<file path="config.mk">
export PLATFORM = sky130hd
export DESIGN_NAME = lcsc_charger
export DESIGN_NICKNAME = d
export VERILOG_FILES = /design/src/core/lcsc_pkg.sv /design/src/core/lcsc_charger.sv
export VERILOG_INCLUDE_DIRS = /design/src /design/src/core
export SDC_FILE = /design/constraint.sdc
export NUM_CORES = 1
export LEC_CHECK = 0
export BUFFER_PORTS_ARGS = -buffer_cell sky130_fd_sc_hd__buf_2
export CAP_MARGIN = 10
export CORE_UTILIZATION = 35
export CTS_CLUSTER_SIZE = 20
export DETAILED_ROUTE_END_ITERATION = 7
export GPL_TIMING_DRIVEN = 0
export HOLD_SLACK_MARGIN = 0.15
export PLACE_DENSITY = 0.54
export SETUP_SLACK_MARGIN = 0.2
export SYNTH_ARGS = -nofsm -noshare
export SYNTH_HDL_FRONTEND = slang
export SYNTH_SLANG_ARGS = --single-unit
</file>
<file path="constraint.sdc">
create_clock -name clk_sys_i -period 7.4 [get_ports clk_sys_i]
set_input_delay 1.48 -clock clk_sys_i [delete_from_list [all_inputs] [get_ports clk_sys_i]]
set_output_delay 1.48 -clock clk_sys_i [all_outputs]
set_load 0.005 [all_outputs]
</file>
<file path="src/core/lcsc_defines.svh">
// Offsets, field positions, reset values, state codes and timing figures of the charger sequencer.
`ifndef LCSC_DEFINES_SVH
`define LCSC_DEFINES_SVH

`define LCSC_AW 8
`define LCSC_DW 8

`define LCSC_ADDR_IRQ 8'h00
`define LCSC_ADDR_MASK 8'h01
`define LCSC_ADDR_STAT_A 8'h02
`define LCSC_ADDR_STAT_B 8'h03
`define LCSC_ADDR_CFG_B 8'h04
`define LCSC_ADDR_CFG_C 8'h05
`define LCSC_ADDR_CFG_D 8'h06
`define LCSC_ADDR_CFG_E 8'h07
`define LCSC_ADDR_CFG_CV 8'h08

`define LCSC_IRQ_SYSV_BIT 0
`define LCSC_IRQ_DIE_BIT 1
`define LCSC_IRQ_STATE_BIT 2
`define LCSC_STB_PAUSED_BIT 4

`define LCSC_RST_MASK 8'h00
`define LCSC_RST_CFG_B 8'h00
`define LCSC_RST_CFG_C 8'h00
`define LCSC_RST_CFG_D 8'h00
`define LCSC_RST_CFG_E 8'h00
`define LCSC_RST_CFG_CV 8'h00

`define LCSC_CODE_OFF 4'h0
`define LCSC_CODE_PREQ 4'h1
`define LCSC_CODE_CC 4'h2
`define LCSC_CODE_CV 4'h3
`define LCSC_CODE_TOPOFF 4'h4
`define LCSC_CODE_DONE 4'h5
`define LCSC_CODE_PQ_FAULT 4'h6
`define LCSC_CODE_FC_FAULT 4'h7
`define LCSC_CODE_TEMP_FAULT 4'h8

`define LCSC_CLK_PERIOD_NS 25
`define LCSC_TICK_NS 1000000000
`define LCSC_TICK_CYCLES (`LCSC_TICK_NS / `LCSC_CLK_PERIOD_NS)
`define LCSC_SEC_PER_MIN 60
`define LCSC_SEC_PER_HR 3600
`define LCSC_PQ_TIME_MIN 30
`define LCSC_FC_BASE_HR 3
`define LCSC_FC_STEP_HR 2
`define LCSC_TO_STEP_MIN 5
`define LCSC_TW 15

`endif

</file>
<file path="src/core/lcsc_pkg.sv">
// Types shared by the charger sequencer.
package lcsc_pkg;

  typedef enum logic [3:0] {
    ST_OFF,
    ST_PREQ,
    ST_CC,
    ST_CV,
    ST_TOPOFF,
    ST_DONE,
    ST_PQ_FAULT,
    ST_FC_FAULT,
    ST_TEMP_FAULT
  } lcsc_state_t;

  // Qualified comparator levels from the analog side, all asynchronous to clk_sys_i.
  typedef struct packed {
    logic input_valid;
    logic battery_node_below_pq;
    logic battery_node_at_cv;
    logic battery_node_below_restart;
    logic curr_below_term;
    logic curr_below_fifth;
    logic supplement;
    logic min_sysv_loop_active;
    logic die_temp_loop_active;
    logic battery_node_temp_fault;
  } lcsc_sense_t;

  // Setpoints handed to the analog loops.
  typedef struct packed {
    logic precharge_current_sel;
    logic [2:0] precharge_threshold_sel;
    logic [1:0] term_level_sel;
    logic [2:0] die_temp_limit_sel;
    logic [5:0] fast_current_sel;
    logic [5:0] cv_target_sel;
  } lcsc_cfg_t;

  // Drive commands to the power path.
  typedef struct packed {
    logic charge_on;
    logic cc_mode;
    logic cv_hold;
    logic battery_node_connect;
    logic min_sysv_loop_en;
  } lcsc_drive_t;

endpackage

</file>
<file path="src/core/lcsc_charger.sv">
// Charger state sequencer with timers, status flags and register port.
// Functional notes
// - Min-system-voltage status bit mirrors loop; change raises maskable interrupt.
// - Supplement disables min-system-voltage loop; it returns when supplement ends.
// - Die-temperature status bit mirrors current reduction; change raises maskable interrupt.
// - Four-bit state code reported; any change raises maskable interrupt.
// - Stay off while input invalid, charger disabled, or battery fresh.
// - Input invalid keeps battery connected to system rail.
// - Enable bit zero disables charger; connection follows input validity.
// - Fresh battery stays disconnected and uncharged until it drops by restart margin.
// - Below prequalification threshold, charge at reduced current; threshold field three bits.
// - Prequalification timed from first entry; fault after thirty minutes.
// - Above prequalification threshold, enter constant-current charge; six-bit current field.
// - Reaching target voltage enters constant-voltage charge, holding target.
// - In constant voltage, current below termination enters top-off; two-bit field.
// - Safety timer starts entering constant current from non-fast state; runs across fast states.
// - Safety timer three, five or seven hours; code zero disables it.
// - Safety timer expiry in fast charge moves to fast-charge timer fault.
// - Safety timer pauses on low constant current or supplement; pause shown.
// - Top-off holds target voltage, starts top-off timer; expiry enters done.
// - Top-off time zero to thirty-five minutes; zero finishes immediately at termination.
// - Done keeps battery disconnected; restart when battery falls by restart margin.
// - Timer faults deliver no current and keep battery disconnected.
// - Timer fault left only by toggling enable or reconnecting input.
// - Temperature fault pauses timers; prequalification resumes, others restart from zero.
`timescale 1ns/1ps
`include "lcsc_defines.svh"

module lcsc_charger
  import lcsc_pkg::*;
#(
  parameter int unsigned TICK_CYCLES = `LCSC_TICK_CYCLES
)
(
  input wire logic clk_sys_i,
  input wire logic srst_i,
  input wire logic [`LCSC_AW-1:0] addr_i,
  input wire logic [`LCSC_DW-1:0] wdata_i,
  input wire logic wr_i,
  input wire logic rd_i,
  input wire lcsc_sense_t sense_i,
  output logic [`LCSC_DW-1:0] rdata_o,
  output logic irq_o,
  output lcsc_cfg_t cfg_o,
  output lcsc_drive_t drive_o
);

  localparam int unsigned NS = $bits(lcsc_sense_t);

  logic [NS-1:0] sync1_r;
  logic [NS-1:0] sync2_r;
  lcsc_sense_t sn;

  // Every comparator level crosses in through two flops before any logic looks at it.
  genvar gi;
  generate
    for (gi = 0; gi < NS; gi = gi + 1)
    begin : g_sync
      always_ff @(posedge clk_sys_i)
      begin
        if (srst_i)
        begin
          sync1_r[gi] <= 1'b0;
          sync2_r[gi] <= 1'b0;
        end
        else
        begin
          sync1_r[gi] <= sense_i[gi];
          sync2_r[gi] <= sync1_r[gi];
        end
      end
    end
  endgenerate
  assign sn = lcsc_sense_t'(sync2_r);

  logic [`LCSC_DW-1:0] irq_flag_r;
  logic [`LCSC_DW-1:0] irq_mask_r;
  logic [`LCSC_DW-1:0] cfg_b_r;
  logic [`LCSC_DW-1:0] cfg_c_r;
  logic [`LCSC_DW-1:0] cfg_d_r;
  logic [`LCSC_DW-1:0] cfg_e_r;
  logic [`LCSC_DW-1:0] cfg_cv_r;

  wire wr_irq = wr_i && (addr_i == `LCSC_ADDR_IRQ);
  wire wr_mask = wr_i && (addr_i == `LCSC_ADDR_MASK);
  wire wr_cfg_b = wr_i && (addr_i == `LCSC_ADDR_CFG_B);
  wire wr_cfg_c = wr_i && (addr_i == `LCSC_ADDR_CFG_C);
  wire wr_cfg_d = wr_i && (addr_i == `LCSC_ADDR_CFG_D);
  wire wr_cfg_e = wr_i && (addr_i == `LCSC_ADDR_CFG_E);
  wire wr_cfg_cv = wr_i && (addr_i == `LCSC_ADDR_CFG_CV);

  wire charger_enable_bit = cfg_b_r[0];
  wire precharge_current_sel = cfg_b_r[1];
  wire [2:0] precharge_threshold_sel = cfg_c_r[2:0];
  wire [1:0] term_level_sel = cfg_c_r[4:3];
  wire [2:0] topoff_time_sel = cfg_c_r[7:5];
  wire [2:0] die_temp_limit_sel = cfg_d_r[2:0];
  wire [5:0] fast_current_sel = cfg_e_r[5:0];
  wire [1:0] safety_timer_sel = cfg_e_r[7:6];
  wire [5:0] cv_target_sel = cfg_cv_r[5:0];

  always_ff @(posedge clk_sys_i)
  begin
    if (srst_i)
    begin
      irq_mask_r <= `LCSC_RST_MASK;
      cfg_b_r <= `LCSC_RST_CFG_B;
      cfg_c_r <= `LCSC_RST_CFG_C;
      cfg_d_r <= `LCSC_RST_CFG_D;
      cfg_e_r <= `LCSC_RST_CFG_E;
      cfg_cv_r <= `LCSC_RST_CFG_CV;
    end
    else
    begin
      if (wr_mask)
        irq_mask_r <= wdata_i;
      if (wr_cfg_b)
        cfg_b_r <= wdata_i;
      if (wr_cfg_c)
        cfg_c_r <= wdata_i;
      if (wr_cfg_d)
        cfg_d_r <= wdata_i;
      if (wr_cfg_e)
        cfg_e_r <= wdata_i;
      if (wr_cfg_cv)
        cfg_cv_r <= wdata_i;
    end
  end

  // One-second tick shared by all timers; the divider is a parameter so simulation can shorten it.
  logic [31:0] tick_cnt_r;
  wire tick = (tick_cnt_r == 32'(TICK_CYCLES - 1));

  always_ff @(posedge clk_sys_i)
  begin
    if (srst_i)
      tick_cnt_r <= 32'h0000_0000;
    else if (tick)
      tick_cnt_r <= 32'h0000_0000;
    else
      tick_cnt_r <= tick_cnt_r + 32'h0000_0001;
  end

  lcsc_state_t state_r;
  lcsc_state_t state_nxt;
  lcsc_state_t resume_r;
  logic [`LCSC_TW-1:0] pq_sec_r;
  logic [`LCSC_TW-1:0] fc_sec_r;
  logic [`LCSC_TW-1:0] to_sec_r;

  wire [`LCSC_TW-1:0] fc_limit = `LCSC_TW'((`LCSC_FC_BASE_HR + `LCSC_FC_STEP_HR * (safety_timer_sel - 2'd1))
                                           * `LCSC_SEC_PER_HR);
  wire fc_enabled = (safety_timer_sel != 2'b00);
  wire [`LCSC_TW-1:0] to_limit = `LCSC_TW'(topoff_time_sel * `LCSC_TO_STEP_MIN * `LCSC_SEC_PER_MIN);
  wire [`LCSC_TW-1:0] pq_limit = `LCSC_TW'(`LCSC_PQ_TIME_MIN * `LCSC_SEC_PER_MIN);

  wire in_fast = (state_r == ST_CC) || (state_r == ST_CV);
  wire pq_expired = (pq_sec_r >= pq_limit);
  wire fc_expired = fc_enabled && (fc_sec_r >= fc_limit);
  wire to_expired = (to_sec_r >= to_limit);
  // pause on low current or supplement
  wire fc_paused = in_fast && (((state_r == ST_CC) && sn.curr_below_fifth) || sn.supplement);
  wire charge_allowed = sn.input_valid && charger_enable_bit;
  wire state_chargeable = (state_r == ST_PREQ) || in_fast || (state_r == ST_TOPOFF) || (state_r == ST_DONE);
  wire entering_fast = ((state_nxt == ST_CC) || (state_nxt == ST_CV)) && !in_fast;

  always_comb
  begin
    state_nxt = state_r;
    // off whenever input invalid or disabled
    // dropping enable or input is the only timer-fault exit
    if (!charge_allowed)
      state_nxt = ST_OFF;
    else if (sn.battery_node_temp_fault && state_chargeable)
      state_nxt = ST_TEMP_FAULT;
    else
    begin
      case (state_r)
        ST_OFF:
          // fresh battery waits for restart margin
          if (sn.battery_node_below_restart)
            state_nxt = sn.battery_node_below_pq ? ST_PREQ : ST_CC;
        ST_PREQ:
          if (pq_expired)
            state_nxt = ST_PQ_FAULT;
          else if (!sn.battery_node_below_pq)
            state_nxt = ST_CC;
        ST_CC:
          if (fc_expired)
            state_nxt = ST_FC_FAULT;
          else if (sn.battery_node_below_pq)
            state_nxt = ST_PREQ;
          else if (sn.battery_node_at_cv)
            state_nxt = ST_CV;
        ST_CV:
          if (fc_expired)
            state_nxt = ST_FC_FAULT;
          // zero top-off goes straight to done
          else if (sn.curr_below_term)
            state_nxt = (to_limit == `LCSC_TW'(0)) ? ST_DONE : ST_TOPOFF;
        ST_TOPOFF:
          if (to_expired)
            state_nxt = ST_DONE;
        ST_DONE:
          if (sn.battery_node_below_restart)
            state_nxt = sn.battery_node_below_pq ? ST_PREQ : ST_CC;
        ST_TEMP_FAULT:
          if (!sn.battery_node_temp_fault)
            state_nxt = resume_r;
        ST_PQ_FAULT,
        ST_FC_FAULT:
          state_nxt = state_r;
        default:
          state_nxt = ST_OFF;
      endcase
    end
  end

  always_ff @(posedge clk_sys_i)
  begin
    if (srst_i)
    begin
      state_r <= ST_OFF;
      resume_r <= ST_OFF;
    end
    else
    begin
      state_r <= state_nxt;
      if (state_nxt == ST_TEMP_FAULT && state_r != ST_TEMP_FAULT)
        resume_r <= state_r;
    end
  end

  // Prequalification timer: cleared only on entry from ST_OFF or ST_DONE, so it resumes after a temperature fault.
  always_ff @(posedge clk_sys_i)
  begin
    if (srst_i)
      pq_sec_r <= `LCSC_TW'(0);
    else if (state_nxt == ST_PREQ && (state_r == ST_OFF || state_r == ST_DONE))
      pq_sec_r <= `LCSC_TW'(0);
    else if (state_r == ST_PREQ && tick && !pq_expired)
      pq_sec_r <= pq_sec_r + `LCSC_TW'(1);
  end

  always_ff @(posedge clk_sys_i)
  begin
    if (srst_i)
      fc_sec_r <= `LCSC_TW'(0);
    // start on entry into fast charge
    else if (entering_fast)
      fc_sec_r <= `LCSC_TW'(0);
    else if (in_fast && tick && !fc_paused && !fc_expired)
      fc_sec_r <= fc_sec_r + `LCSC_TW'(1);
  end

  always_ff @(posedge clk_sys_i)
  begin
    if (srst_i)
      to_sec_r <= `LCSC_TW'(0);
    else if (state_nxt == ST_TOPOFF && state_r != ST_TOPOFF)
      to_sec_r <= `LCSC_TW'(0);
    else if (state_r == ST_TOPOFF && tick && !to_expired)
      to_sec_r <= to_sec_r + `LCSC_TW'(1);
  end

  function automatic logic [3:0] state_code(input lcsc_state_t s);
    case (s)
      ST_PREQ: state_code = `LCSC_CODE_PREQ;
      ST_CC: state_code = `LCSC_CODE_CC;
      ST_CV: state_code = `LCSC_CODE_CV;
      ST_TOPOFF: state_code = `LCSC_CODE_TOPOFF;
      ST_DONE: state_code = `LCSC_CODE_DONE;
      ST_PQ_FAULT: state_code = `LCSC_CODE_PQ_FAULT;
      ST_FC_FAULT: state_code = `LCSC_CODE_FC_FAULT;
      ST_TEMP_FAULT: state_code = `LCSC_CODE_TEMP_FAULT;
      default: state_code = `LCSC_CODE_OFF;
    endcase
  endfunction

  wire [3:0] charger_state_code = state_code(state_r);
  wire safety_timer_paused = fc_paused;

  // Status images one cycle old, used only for change detection.
  logic sysv_prev_r;
  logic die_prev_r;
  logic [3:0] code_prev_r;

  always_ff @(posedge clk_sys_i)
  begin
    if (srst_i)
    begin
      sysv_prev_r <= 1'b0;
      die_prev_r <= 1'b0;
      code_prev_r <= `LCSC_CODE_OFF;
    end
    else
    begin
      sysv_prev_r <= sn.min_sysv_loop_active;
      die_prev_r <= sn.die_temp_loop_active;
      code_prev_r <= charger_state_code;
    end
  end

  wire min_sysv_change_irq = sn.min_sysv_loop_active ^ sysv_prev_r;
  wire die_temp_change_irq = sn.die_temp_loop_active ^ die_prev_r;
  wire charger_state_irq = (charger_state_code != code_prev_r);

  wire [`LCSC_DW-1:0] irq_set = {5'h00, charger_state_irq, die_temp_change_irq, min_sysv_change_irq};
  wire [`LCSC_DW-1:0] irq_clr = wr_irq ? wdata_i : 8'h00;

  // Write-one-to-clear; a new event in the clearing cycle wins so it is never lost.
  always_ff @(posedge clk_sys_i)
  begin
    if (srst_i)
      irq_flag_r <= 8'h00;
    else
      irq_flag_r <= (irq_flag_r & ~irq_clr) | irq_set;
  end

  wire [`LCSC_DW-1:0] status_a = {6'h00, sn.die_temp_loop_active, sn.min_sysv_loop_active};
  wire [`LCSC_DW-1:0] status_b = {3'h0, safety_timer_paused, charger_state_code};

  wire [`LCSC_DW-1:0] rd_mux =
    (addr_i == `LCSC_ADDR_IRQ) ? irq_flag_r :
    (addr_i == `LCSC_ADDR_MASK) ? irq_mask_r :
    (addr_i == `LCSC_ADDR_STAT_A) ? status_a :
    (addr_i == `LCSC_ADDR_STAT_B) ? status_b :
    (addr_i == `LCSC_ADDR_CFG_B) ? cfg_b_r :
    (addr_i == `LCSC_ADDR_CFG_C) ? cfg_c_r :
    (addr_i == `LCSC_ADDR_CFG_D) ? cfg_d_r :
    (addr_i == `LCSC_ADDR_CFG_E) ? cfg_e_r :
    (addr_i == `LCSC_ADDR_CFG_CV) ? cfg_cv_r : 8'h00;

  // Power-path commands decoded from the state and the synchronized sense levels.
  wire charging = (state_r == ST_PREQ) || in_fast || (state_r == ST_TOPOFF);
  lcsc_drive_t drive_nxt;
  assign drive_nxt.charge_on = charging;
  assign drive_nxt.cc_mode = (state_r == ST_PREQ) || (state_r == ST_CC);
  assign drive_nxt.cv_hold = (state_r == ST_CV) || (state_r == ST_TOPOFF);
  // invalid input keeps battery on the rail
  assign drive_nxt.battery_node_connect = !sn.input_valid || (charging && sn.supplement);
  assign drive_nxt.min_sysv_loop_en = !sn.supplement;

  lcsc_cfg_t cfg_nxt;
  assign cfg_nxt = '{precharge_current_sel, precharge_threshold_sel, term_level_sel,
                     die_temp_limit_sel, fast_current_sel, cv_target_sel};

  always_ff @(posedge clk_sys_i)
  begin
    if (srst_i)
    begin
      rdata_o <= 8'h00;
      irq_o <= 1'b0;
      cfg_o <= '0;
      drive_o <= '0;
    end
    else
    begin
      rdata_o <= rd_i ? rd_mux : 8'h00;
      irq_o <= |(irq_flag_r & irq_mask_r);
      cfg_o <= cfg_nxt;
      drive_o <= drive_nxt;
    end
  end

endmodule

</file>
==> results of run 1 <==
[state kept, by name, indices dropped and copies added, names as in the netlist, 10 cells and up]
signal	cells
fc_sec_r	15
tick_cnt_r	32
cfg_o	21
sync1_r	10
pq_sec_r	15
sn	10
to_sec_r	15
[Yosys cell counts (all sizes together) (7+ instances only)]
cell type	count	share of area (%)
a22oi	7	0.53
or3	10	0.63
buf	14	0.65
mux2i	39	3.9
and3	20	1.3
nor2	124	4.7
a21oi	70	3.5
dfxtp	206	41
and2	8	0.50
clkbuf	40	1.5
nor4	20	1.7
nor3	24	1.7
inv	31	1.2
o21ai	29	1.5
nand4	19	1.2
a31oi	9	0.63
nor2b	51	3.2
nand3	49	2.5
a211oi	17	1.5
ha	49	6.1
nand2b	13	0.81
xnor2	32	2.8
and4	9	0.80
nand2	82	3.1
xor2	43	3.8
[per-layer routing]
| layer | share of wire [%] | up-vias | global-route usage [%] |
|---|---|---|---|
| met5 | 0 | - | 0 |
| li1 | - | 4095 | - |
| met1 | 51 | 3908 | 27.1 |
| met2 | 42 | 199 | 27.2 |
| met4 | 1.7 | 0 | 4.39 |
| met3 | 5.4 | 32 | 2.94 |
[cell type report]
type                    count  share of cell area [%]
plain buffers              54                    1.86
clock buffers              35                    6.24
clock inverters             6                   0.627
inverters                  31                    1.01
multi-input cells         818                    47.9
flip-flops and latches    206                    35.6
well taps                 378                    4.09
repair buffers             61                    2.64
[metrics by stage]
| stage | setup slack, ns | power (W) |
|---|---|---|
| 6_report | 1.17 | 0.00237 |
| 5_1_grt | 0.684 | 0.00245 |
| 4_1_cts | 1.14 | 0.00240 |
| 3_5_place_dp | 1.17 | 0.00122 |
| 3_3_place_gp | 1.20 | 0.00122 |
| 2_1_floorplan | 2.07 | 0.00119 |
[worst max-delay path: stages (launching register included)]
cell	delay, ns
dfxtp_1	0.61
ha_1	0.27
nand2_1	0.11
ha_1	0.38
xor2_1	0.21
xor2_1	0.19
fa_1	0.40
ha_1	0.33
o21ai_0	0.47
nor2_1	0.08
a221o_1	0.32
xor2_1	0.23
ha_1	0.32
and4_2	0.23
a211oi_2	0.18
nand3_1	0.18
or4_1	0.61
buf_2	0.20
nor3_4	0.37
nor2_1	0.09
a2111oi_2	0.33
[final timing paths]
check	from	endpoint	slack, ns
hold / removal	sync1_r[8]	sn[8]	0.43
setup reg to reg	cfg_c_r[5]	to_sec_r[8]	1.17
hold reg to reg	sync1_r[8]	sn[8]	0.43
setup / recovery	cfg_c_r[5]	to_sec_r[8]	1.17
[where the power goes]
group          total (W)  internal (W)  switching (W)  leakage [nW]
Combinational  0.0000750     0.0000220      0.0000530          2.27
Clock            0.00117      0.000708       0.000461         0.390
Sequential       0.00112       0.00112     0.00000663          1.66
[logic make-up after synthesis]
| kind of cell | synth area share, % |
|---|---|
| and+or+nand+nor | 24.7 |
| DFF | 41.3 |
| AOI/OAI and AO/OA | 12.0 |
| buffers and inverters | 3.32 |
| xor gates and xnor gates | 6.57 |
| adders and majority gates | 6.84 |
| muxes | 5.26 |
| other | 0.0752 |
==> flow_summary.ini, run 1 <==
[placed_design]
gp_congestion = 0.866
io_buffers = 61
place_area_um2 = 10800
dp_hpwl_um = 19300
dpl.cell_count = 1548

[timing]
timing.slew.headroom_pct = 28.9
tightest_slew_ns = 1.07
hold_viol = 0
setup_viol = 0
post-route-period-util_pct = 84.2
rsz0062_at_grt = false
hold_ws_ns = 0.432
finalSetupTns_ns = 0
max_freq_mhz = 160
finClkSkew_ns = 0.0269
drv_slew = 0
period_needed_ns = 6.23

[worst_setup_path]
critPathLaunchType = register
cp_max_fo = 12
required_ns = 7.81
r2r_cells = 20
worstSetupPathType = register to register
critPathArrivalTime_ns = 6.64
cp-end-kind = register

[grt]
grt.overflow.total = 0
grt_pass1_vias = 7688
grt_first_pass_wirelength_um = 42200
antenna_found_initial = 0
grt_max_degree = 14
grt_util_all_layers_pct = 18.2

[yosys]
yosysSeqAreaShare_pct = 41.3
synth_area_um2 = 9990
ys_warn_count = 0
ys.flop_type = dfxtp_1
synth.distinct_cells = 73
ys_ff_latch = 206
async_reset_ff_share_pct = 0
synth_edf_count = 0
postSynthAreaPerCell_um2 = 9.02
synth_cells = 1108

[finish]
area_growth_pct = 15.8
fin_cells = 1589
layout_common_cells = dfxtp_1, nor2_1, nand2_1
final_common_cell = dfxtp_1
multiInputGateArea_um2 = 5540
drive_gt1_share_pct = 11.6
antennaDiodeCount = 0
seqCellArea_um2 = 4120
postLayoutCellArea_um2 = 11600
fill_cells = 2850
post-route-util_pct = 41.4
layout.nets = 1278

[clocking]
cts_htree_levels = 1
cts_tree = built
cts_resized = 0
clk_pin_slew_worst_paths_ns = 0.06
holdBufCountCts = 0
numCtsBuffers = 24
insertion_delay_ns = 0.53
clockBufferDepth = 3
root_buffer = clkbuf_16
cts.sinks = 206
post_cts_buffers = 0

[flow_run]
maxCapViolCount = 0

[worst_hold_path]
worstHoldPathType = register to register
min_path_cells = 1

[routing]
dr.pass1.iters = 7
first_iter_violations = 470
wl_per_cell_um = 16.5
via_count = 8234
remaining_drc_errors = 0
routed_wl_um = 26300
avgViaCountPerCell = 5.18
final_antenna_net_count = 0

[power_and_ir_drop]
powerDensity_nw_per_um2 = 205
ir_worst_vdd_mv = 0.169
leakagePower_nw = 4.32

[die]
io_pins = 65
die_x_um = 171
dieArea_um2 = 29200
core_area_um2 = 27900
initial_utilization_pct = 35.8
die_height_um = 171
rows = 61

[outcome]
status = completed
(Power assumes the default switching activity.)
==> inputs of run 2 (changes only) <==
- ABC_AREA: unset -> 1
- PLACE_DENSITY: 0.54 -> 0.56
- clock period: 7.4 -> 5.1 ns (I/O delays scaled with it)
==> flow_summary.ini, run 2 <==
[clocking]
insertion_delay_ns = 0.56
root_buffer = clkbuf_16
holdBufCountCts = 0
cts.sinks = 206
clk_pin_slew_worst_paths_ns = 0.06
numCtsBuffers = 24
clockBufferDepth = 3
cts_tree = built
cts_htree_levels = 1

[worst_setup_path]
rrSetupSlack_ns = 0.56
timing.rr.start = cfg_c_r[5]
cp_max_fo = 10
critPathArrivalTime_ns = 4.95
r2r_cells = 24
required_ns = 5.51
critPathLaunchType = register
cp-end-kind = register
worstSetupPathType = register to register
r2r_end = to_sec_r[10]

[die]
dieArea_um2 = 30700
die_x_um = 175
initial_utilization_pct = 35.6
io_pins = 65
core_area_um2 = 29600
die_height_um = 175
rows = 63

[timing]
finClkSkew_ns = 0.0431
tightest_slew_ns = 0.807
setup_viol = 0
finalSetupTns_ns = 0
rsz0062_at_grt = false
drv_slew = 0
period_needed_ns = 4.54
max_freq_mhz = 220
worst_slack_ns = 0.560
hold_viol = 0
post-route-period-util_pct = 89.0
timing.slew.headroom_pct = 45.4

[yosys]
synthTopCellsByArea = dfxtp_1, nand2_1, inv_1
synth_most_common_cell = nand2_1
synth_top_cell_by_area = dfxtp_1
ys_ff_latch = 206
synth_area_um2 = 10500
yosys-top-cells-count = nand2_1, inv_1, dfxtp_1
async_reset_ff_share_pct = 0
ys.flop_type = dfxtp_1
yosysSeqAreaShare_pct = 39.2
synth_cells = 1457
netlist.area_leader.share_pct = 39.2
ys_warn_count = 0
synth.distinct_cells = 53
synth_edf_count = 0
postSynthAreaPerCell_um2 = 7.22

[routing]
remaining_drc_errors = 0
avgViaCountPerCell = 4.79
wl_per_cell_um = 13.7
routed_wl_um = 26900
via_count = 9383
final_antenna_net_count = 0
dr.pass1.iters = 6
first_iter_violations = 560

[outcome]
status = completed

[finish]
layout.nets = 1631
reg_top3 = tick_cnt_r: 32 flops, cfg_o: 21 flops
largest_register_ffs = 32
area_growth_pct = 16.8
regMostFlops = tick_cnt_r
multiInputGateArea_um2 = 5450
seqCellArea_um2 = 4130
post-route-util_pct = 41.6
final_common_cell = nand2_1
layout_common_cells = nand2_1, inv_1, dfxtp_1
drive_gt1_share_pct = 11.1
fill_cells = 3092
antennaDiodeCount = 0

[worst_hold_path]
worstHoldPathType = register to register
worst_hold_path.endpoint = sn[1]
min_path_cells = 2
hold_path.startpoint = sync1_r[1]

[grt]
grt_util_all_layers_pct = 17.8
grt_first_pass_wirelength_um = 44800
grt_max_degree = 14
antenna_found_initial = 1
grt.overflow.total = 0
grt_pass1_vias = 8926

[placed_design]
io_buffers = 64
preCtsSetupSlack_ns = -0.391
gp_congestion = 0.904
dp_hpwl_um = 20100

[power_and_ir_drop]
power.total_w = 0.00360
leakagePower_nw = 5.14
powerDensity_nw_per_um2 = 293
ir_worst_vdd_mv = 0.263

[flow_run]
maxCapViolCount = 0
==> run 2: cell count changes after synthesis, sizes merged, moves of 26 or more <==
cell,previous run,this run
inv,31,233
nand2,82,264
nor2,124,221
o21ai,29,82
nor2b,51,0
mux2i,39,0
a21oi,70,98
nand4,19,45
==> run 2: report_power, final <==
group / switching (W) / total (W) / internal (W)
clock network: 0.000725 / 0.00186 / 0.00114
registers: 0.00000842 / 0.00163 / 0.00162
logic: 0.0000759 / 0.000108 / 0.0000324
total: 0.000810 / 0.00360 / 0.00279
==> run 2: cell type report <==
cell class,instances,area share [%]
timing repair buffer,65,2.67
buffer,30,1.13
inverter,235,7.18
multi-input combinational,987,44.3
clock inverter,11,1.58
clock buffer,33,5.49
tap,390,3.97
sequential,206,33.6
==> run 2: cells by family after synthesis <==
| group | synth area share [%] |
|---|---|
| AND/OR/NAND/NOR | 28.4 |
| buffers and inverters | 9.68 |
| AO/OA/AOI/OAI | 11.3 |
| flip-flops | 39.2 |
| XOR/XNOR | 4.83 |
| adder cells (fa/ha/maj) | 6.40 |
| other | 0.0714 |
==> run 2: per-layer routing <==
layer | track usage (%) | part of all wire, % | up-vias
li1 | - | - | 4874
met1 | 24.5 | 48 | 4307
met2 | 29.8 | 46 | 164
met3 | 2.16 | 4.3 | 38
met4 | 3.62 | 1.8 | 0
met5 | 0 | 0 | -
==> run 2: through the flow <==
stage | cell area (µm²) | hold slack, ns | instances
after floorplan | 10500 | 0.388 | 1458
after global placement | 11300 | 0.392 | 1912
after detailed placement | 11300 | 0.392 | 1912
after CTS | 12200 | 0.400 | 1956
after global routing | 12300 | 0.419 | 1957
final | 12300 | 0.401 | 1957
==> run 2: worst max-delay path by stage <==
stage	startpoint	endpoint	slack (ns)	depth (start not counted)
CTS	cfg_c_r[5]	to_sec_r[10]	0.22	27
global placement	cfg_c_r[5]	to_sec_r[10]	-0.34	27
floorplan	cfg_c_r[5]	to_sec_r[0]	0.80	27
finish	cfg_c_r[5]	to_sec_r[10]	0.56	24
detailed placement	cfg_c_r[5]	to_sec_r[10]	-0.39	27
global route	cfg_c_r[5]	to_sec_r[10]	0.20	24
==> run 2: critical path, stage by stage, from the launching register on <==
cell	delay, ns
dfxtp_4	0.38
ha_1	0.23
nand2_1	0.15
ha_4	0.24
or2_2	0.29
nand2_1	0.11
xor2_2	0.17
fa_1	0.44
ha_1	0.35
nand2_1	0.09
inv_1	0.05
a21oi_1	0.17
xor2_1	0.23
ha_1	0.30
nand3_1	0.10
nand3_1	0.07
nand2_1	0.06
nand4_1	0.21
nand2_1	0.12
nand2_1	0.07
nand2_1	0.14
nand2_1	0.11
nand2_4	0.13
buf_8	0.17
nor2_2	0.04
==> run 2: timing repair <==
item | in CTS | in global routing
pin swaps | 0 | 4
gates resized for setup | 5 | 10
endpoints found under the setup margin | 33 | 31
buffers inserted | 0 | 1
cloned | 0 | 0
==> inputs of run 3 (changes only) <==
- CAP_MARGIN: 10 -> 20
- CELL_PAD_IN_SITES_DETAIL_PLACEMENT: unset -> 0
- CELL_PAD_IN_SITES_GLOBAL_PLACEMENT: unset -> 2
- CORE_UTILIZATION: 35 -> 32
- PLACE_DENSITY: 0.56 -> 0.79
==> flow_summary.ini, run 3 (synthesized netlist as in run 2, its figures left out) <==
[clocking]
holdBufCountCts = 0
clk_pin_slew_worst_paths_ns = 0.06
cts_tree = built
cts.sinks = 206
root_buffer = clkbuf_16
insertion_delay_ns = 0.52
cts_htree_levels = 1
numCtsBuffers = 24
clockBufferDepth = 3

[grt]
grt.overflow.total = 0
grt_util_all_layers_pct = 17.1
antenna_found_initial = 1
grt_pass1_vias = 8920
grt_max_degree = 13
grt_first_pass_wirelength_um = 46100

[power_and_ir_drop]
powerDensity_nw_per_um2 = 278
ir_worst_vdd_mv = 0.192
clockPowerShare_pct = 48.9
p_int_w = 0.00264
leakagePower_nw = 5.10
p_seq_share_pct = 47.8
power.total_w = 0.00341
power.switching_w = 0.000769
p_comb_share_pct = 3.3
switching_share_pct = 22.6

[timing]
period_needed_ns = 4.46
finClkSkew_ns = 0.0144
rsz0062_at_grt = false
max_freq_mhz = 224
setup_viol = 0
tightest_slew_ns = 0.833
timing.slew.headroom_pct = 43.7
post-route-period-util_pct = 87.5
hold_viol = 0
drv_slew = 0
hold_ws_ns = 0.400

[worst_setup_path]
cp-end-kind = register
worstSetupPathType = register to register
critPathLaunchType = register
cp.depth = 25
cp_max_fo = 10
critPathArrivalTime_ns = 4.92
crit_family = simple AND/OR/NAND/NOR gates
slowest_delay_ns = 0.40
r2r_cells = 25
cp_slowest_cell = fa_1
crit_top_cell = nand2_1
required_ns = 5.55
crit_buf_inv = 3

[routing]
remaining_drc_errors = 0
final_antenna_net_count = 0
routed_wl_um = 28400
via_count = 9288
dr.pass1.iters = 5
wl_per_cell_um = 14.2
avgViaCountPerCell = 4.63
first_iter_violations = 458

[die]
die_x_um = 183
die_height_um = 183
dieArea_um2 = 33600
initial_utilization_pct = 32.4
rows = 66
io_pins = 65
core_area_um2 = 32500

[finish]
largest_register_ffs = 32
reg_top3 = tick_cnt_r: 32 flops, cfg_o: 21 flops
final_common_cell = nand2_1
antennaDiodeCount = 0
drive_gt1_share_pct = 11.2
area_growth_pct = 16.6
layout_common_cells = nand2_1, inv_1, dfxtp_1
layout.nets = 1631
regMostFlops = tick_cnt_r
fill_cells = 3498

[placed_design]
io_buffers = 64
dp_hpwl_um = 21600
gp_congestion = 0.791

[worst_hold_path]
worstHoldPathType = register to register
min_path_cells = 2

[flow_run]
maxCapViolCount = 0

[outcome]
status = completed
## run 3: cell types whose count changed in the layout (fill, tap and decap cells not counted), moves of 2 or more
cell       before  now
clkbuf_1       27   25
clkbuf_2        0    2
clkinv_2        2    5
bufinv_16       4    1
## run 3: tightest hold or removal path: stages (launching register included)
cell and delay, ns:
dfxtp_1 0.29, inv_1 0.04, nor2_1 0.03
## run 3: what timing repair did
action                                  4_1_cts  5_1_grt
endpoints found under the setup margin       33       31
gates resized for setup                       5       16
pin swaps                                     1        2
buffers inserted                              1        0
endpoints found under the hold margin         0        0
## run 3: final timing paths
check,to,start,slack [ns]
setup / recovery,to_sec_r[12],cfg_c_r[5],0.64
hold / removal,sn[3],sync1_r[3],0.40
setup reg to reg,to_sec_r[12],cfg_c_r[5],0.64
hold reg to reg,sn[3],sync1_r[3],0.40
## run 3: metrics by stage
step	worst slack [ns]	utilization, %	TNS, ns	instances	instance area, µm²
3_5_place_dp	-0.473	35.1	-9.40	1964	11400
4_1_cts	0.208	37.5	0	2007	12200
3_3_place_gp	-0.487	35.1	-9.95	1964	11400
6_report	0.639	37.8	0	2007	12300
5_1_grt	0.257	37.8	0	2007	12300
2_1_floorplan	0.795	-	0	1458	10500
## run 3: layout make-up
class	instances	area, µm²	share of cell area [%]
plain buffers	30	141	1.15
well taps	442	553	4.51
clock inverters	9	78.8	0.643
inverters	235	882	7.20
multi-input cells	987	5460	44.5
flip-flops and latches	206	4130	33.7
clock buffers	33	686	5.59
repair buffers	65	328	2.67
## run 3: power by group through the flow
stage / logic [W] / clock network, W / registers (W)
CTS: 0.000113 / 0.00172 / 0.00163
global placement: 0.000112 / 0 / 0.00167
global route: 0.000126 / 0.00179 / 0.00163
floorplan: 0.0000616 / 0 / 0.00166
detailed placement: 0.000112 / 0 / 0.00167
finish: 0.000112 / 0.00167 / 0.00163
## run 3: metal layers
layer	GRT usage, %	up-vias	wire (µm)
met5	0	-	0
met2	28.1	144	12700
met3	2.34	41	1150
met1	23.9	4227	14100
li1	-	4876	-
met4	3.43	0	456
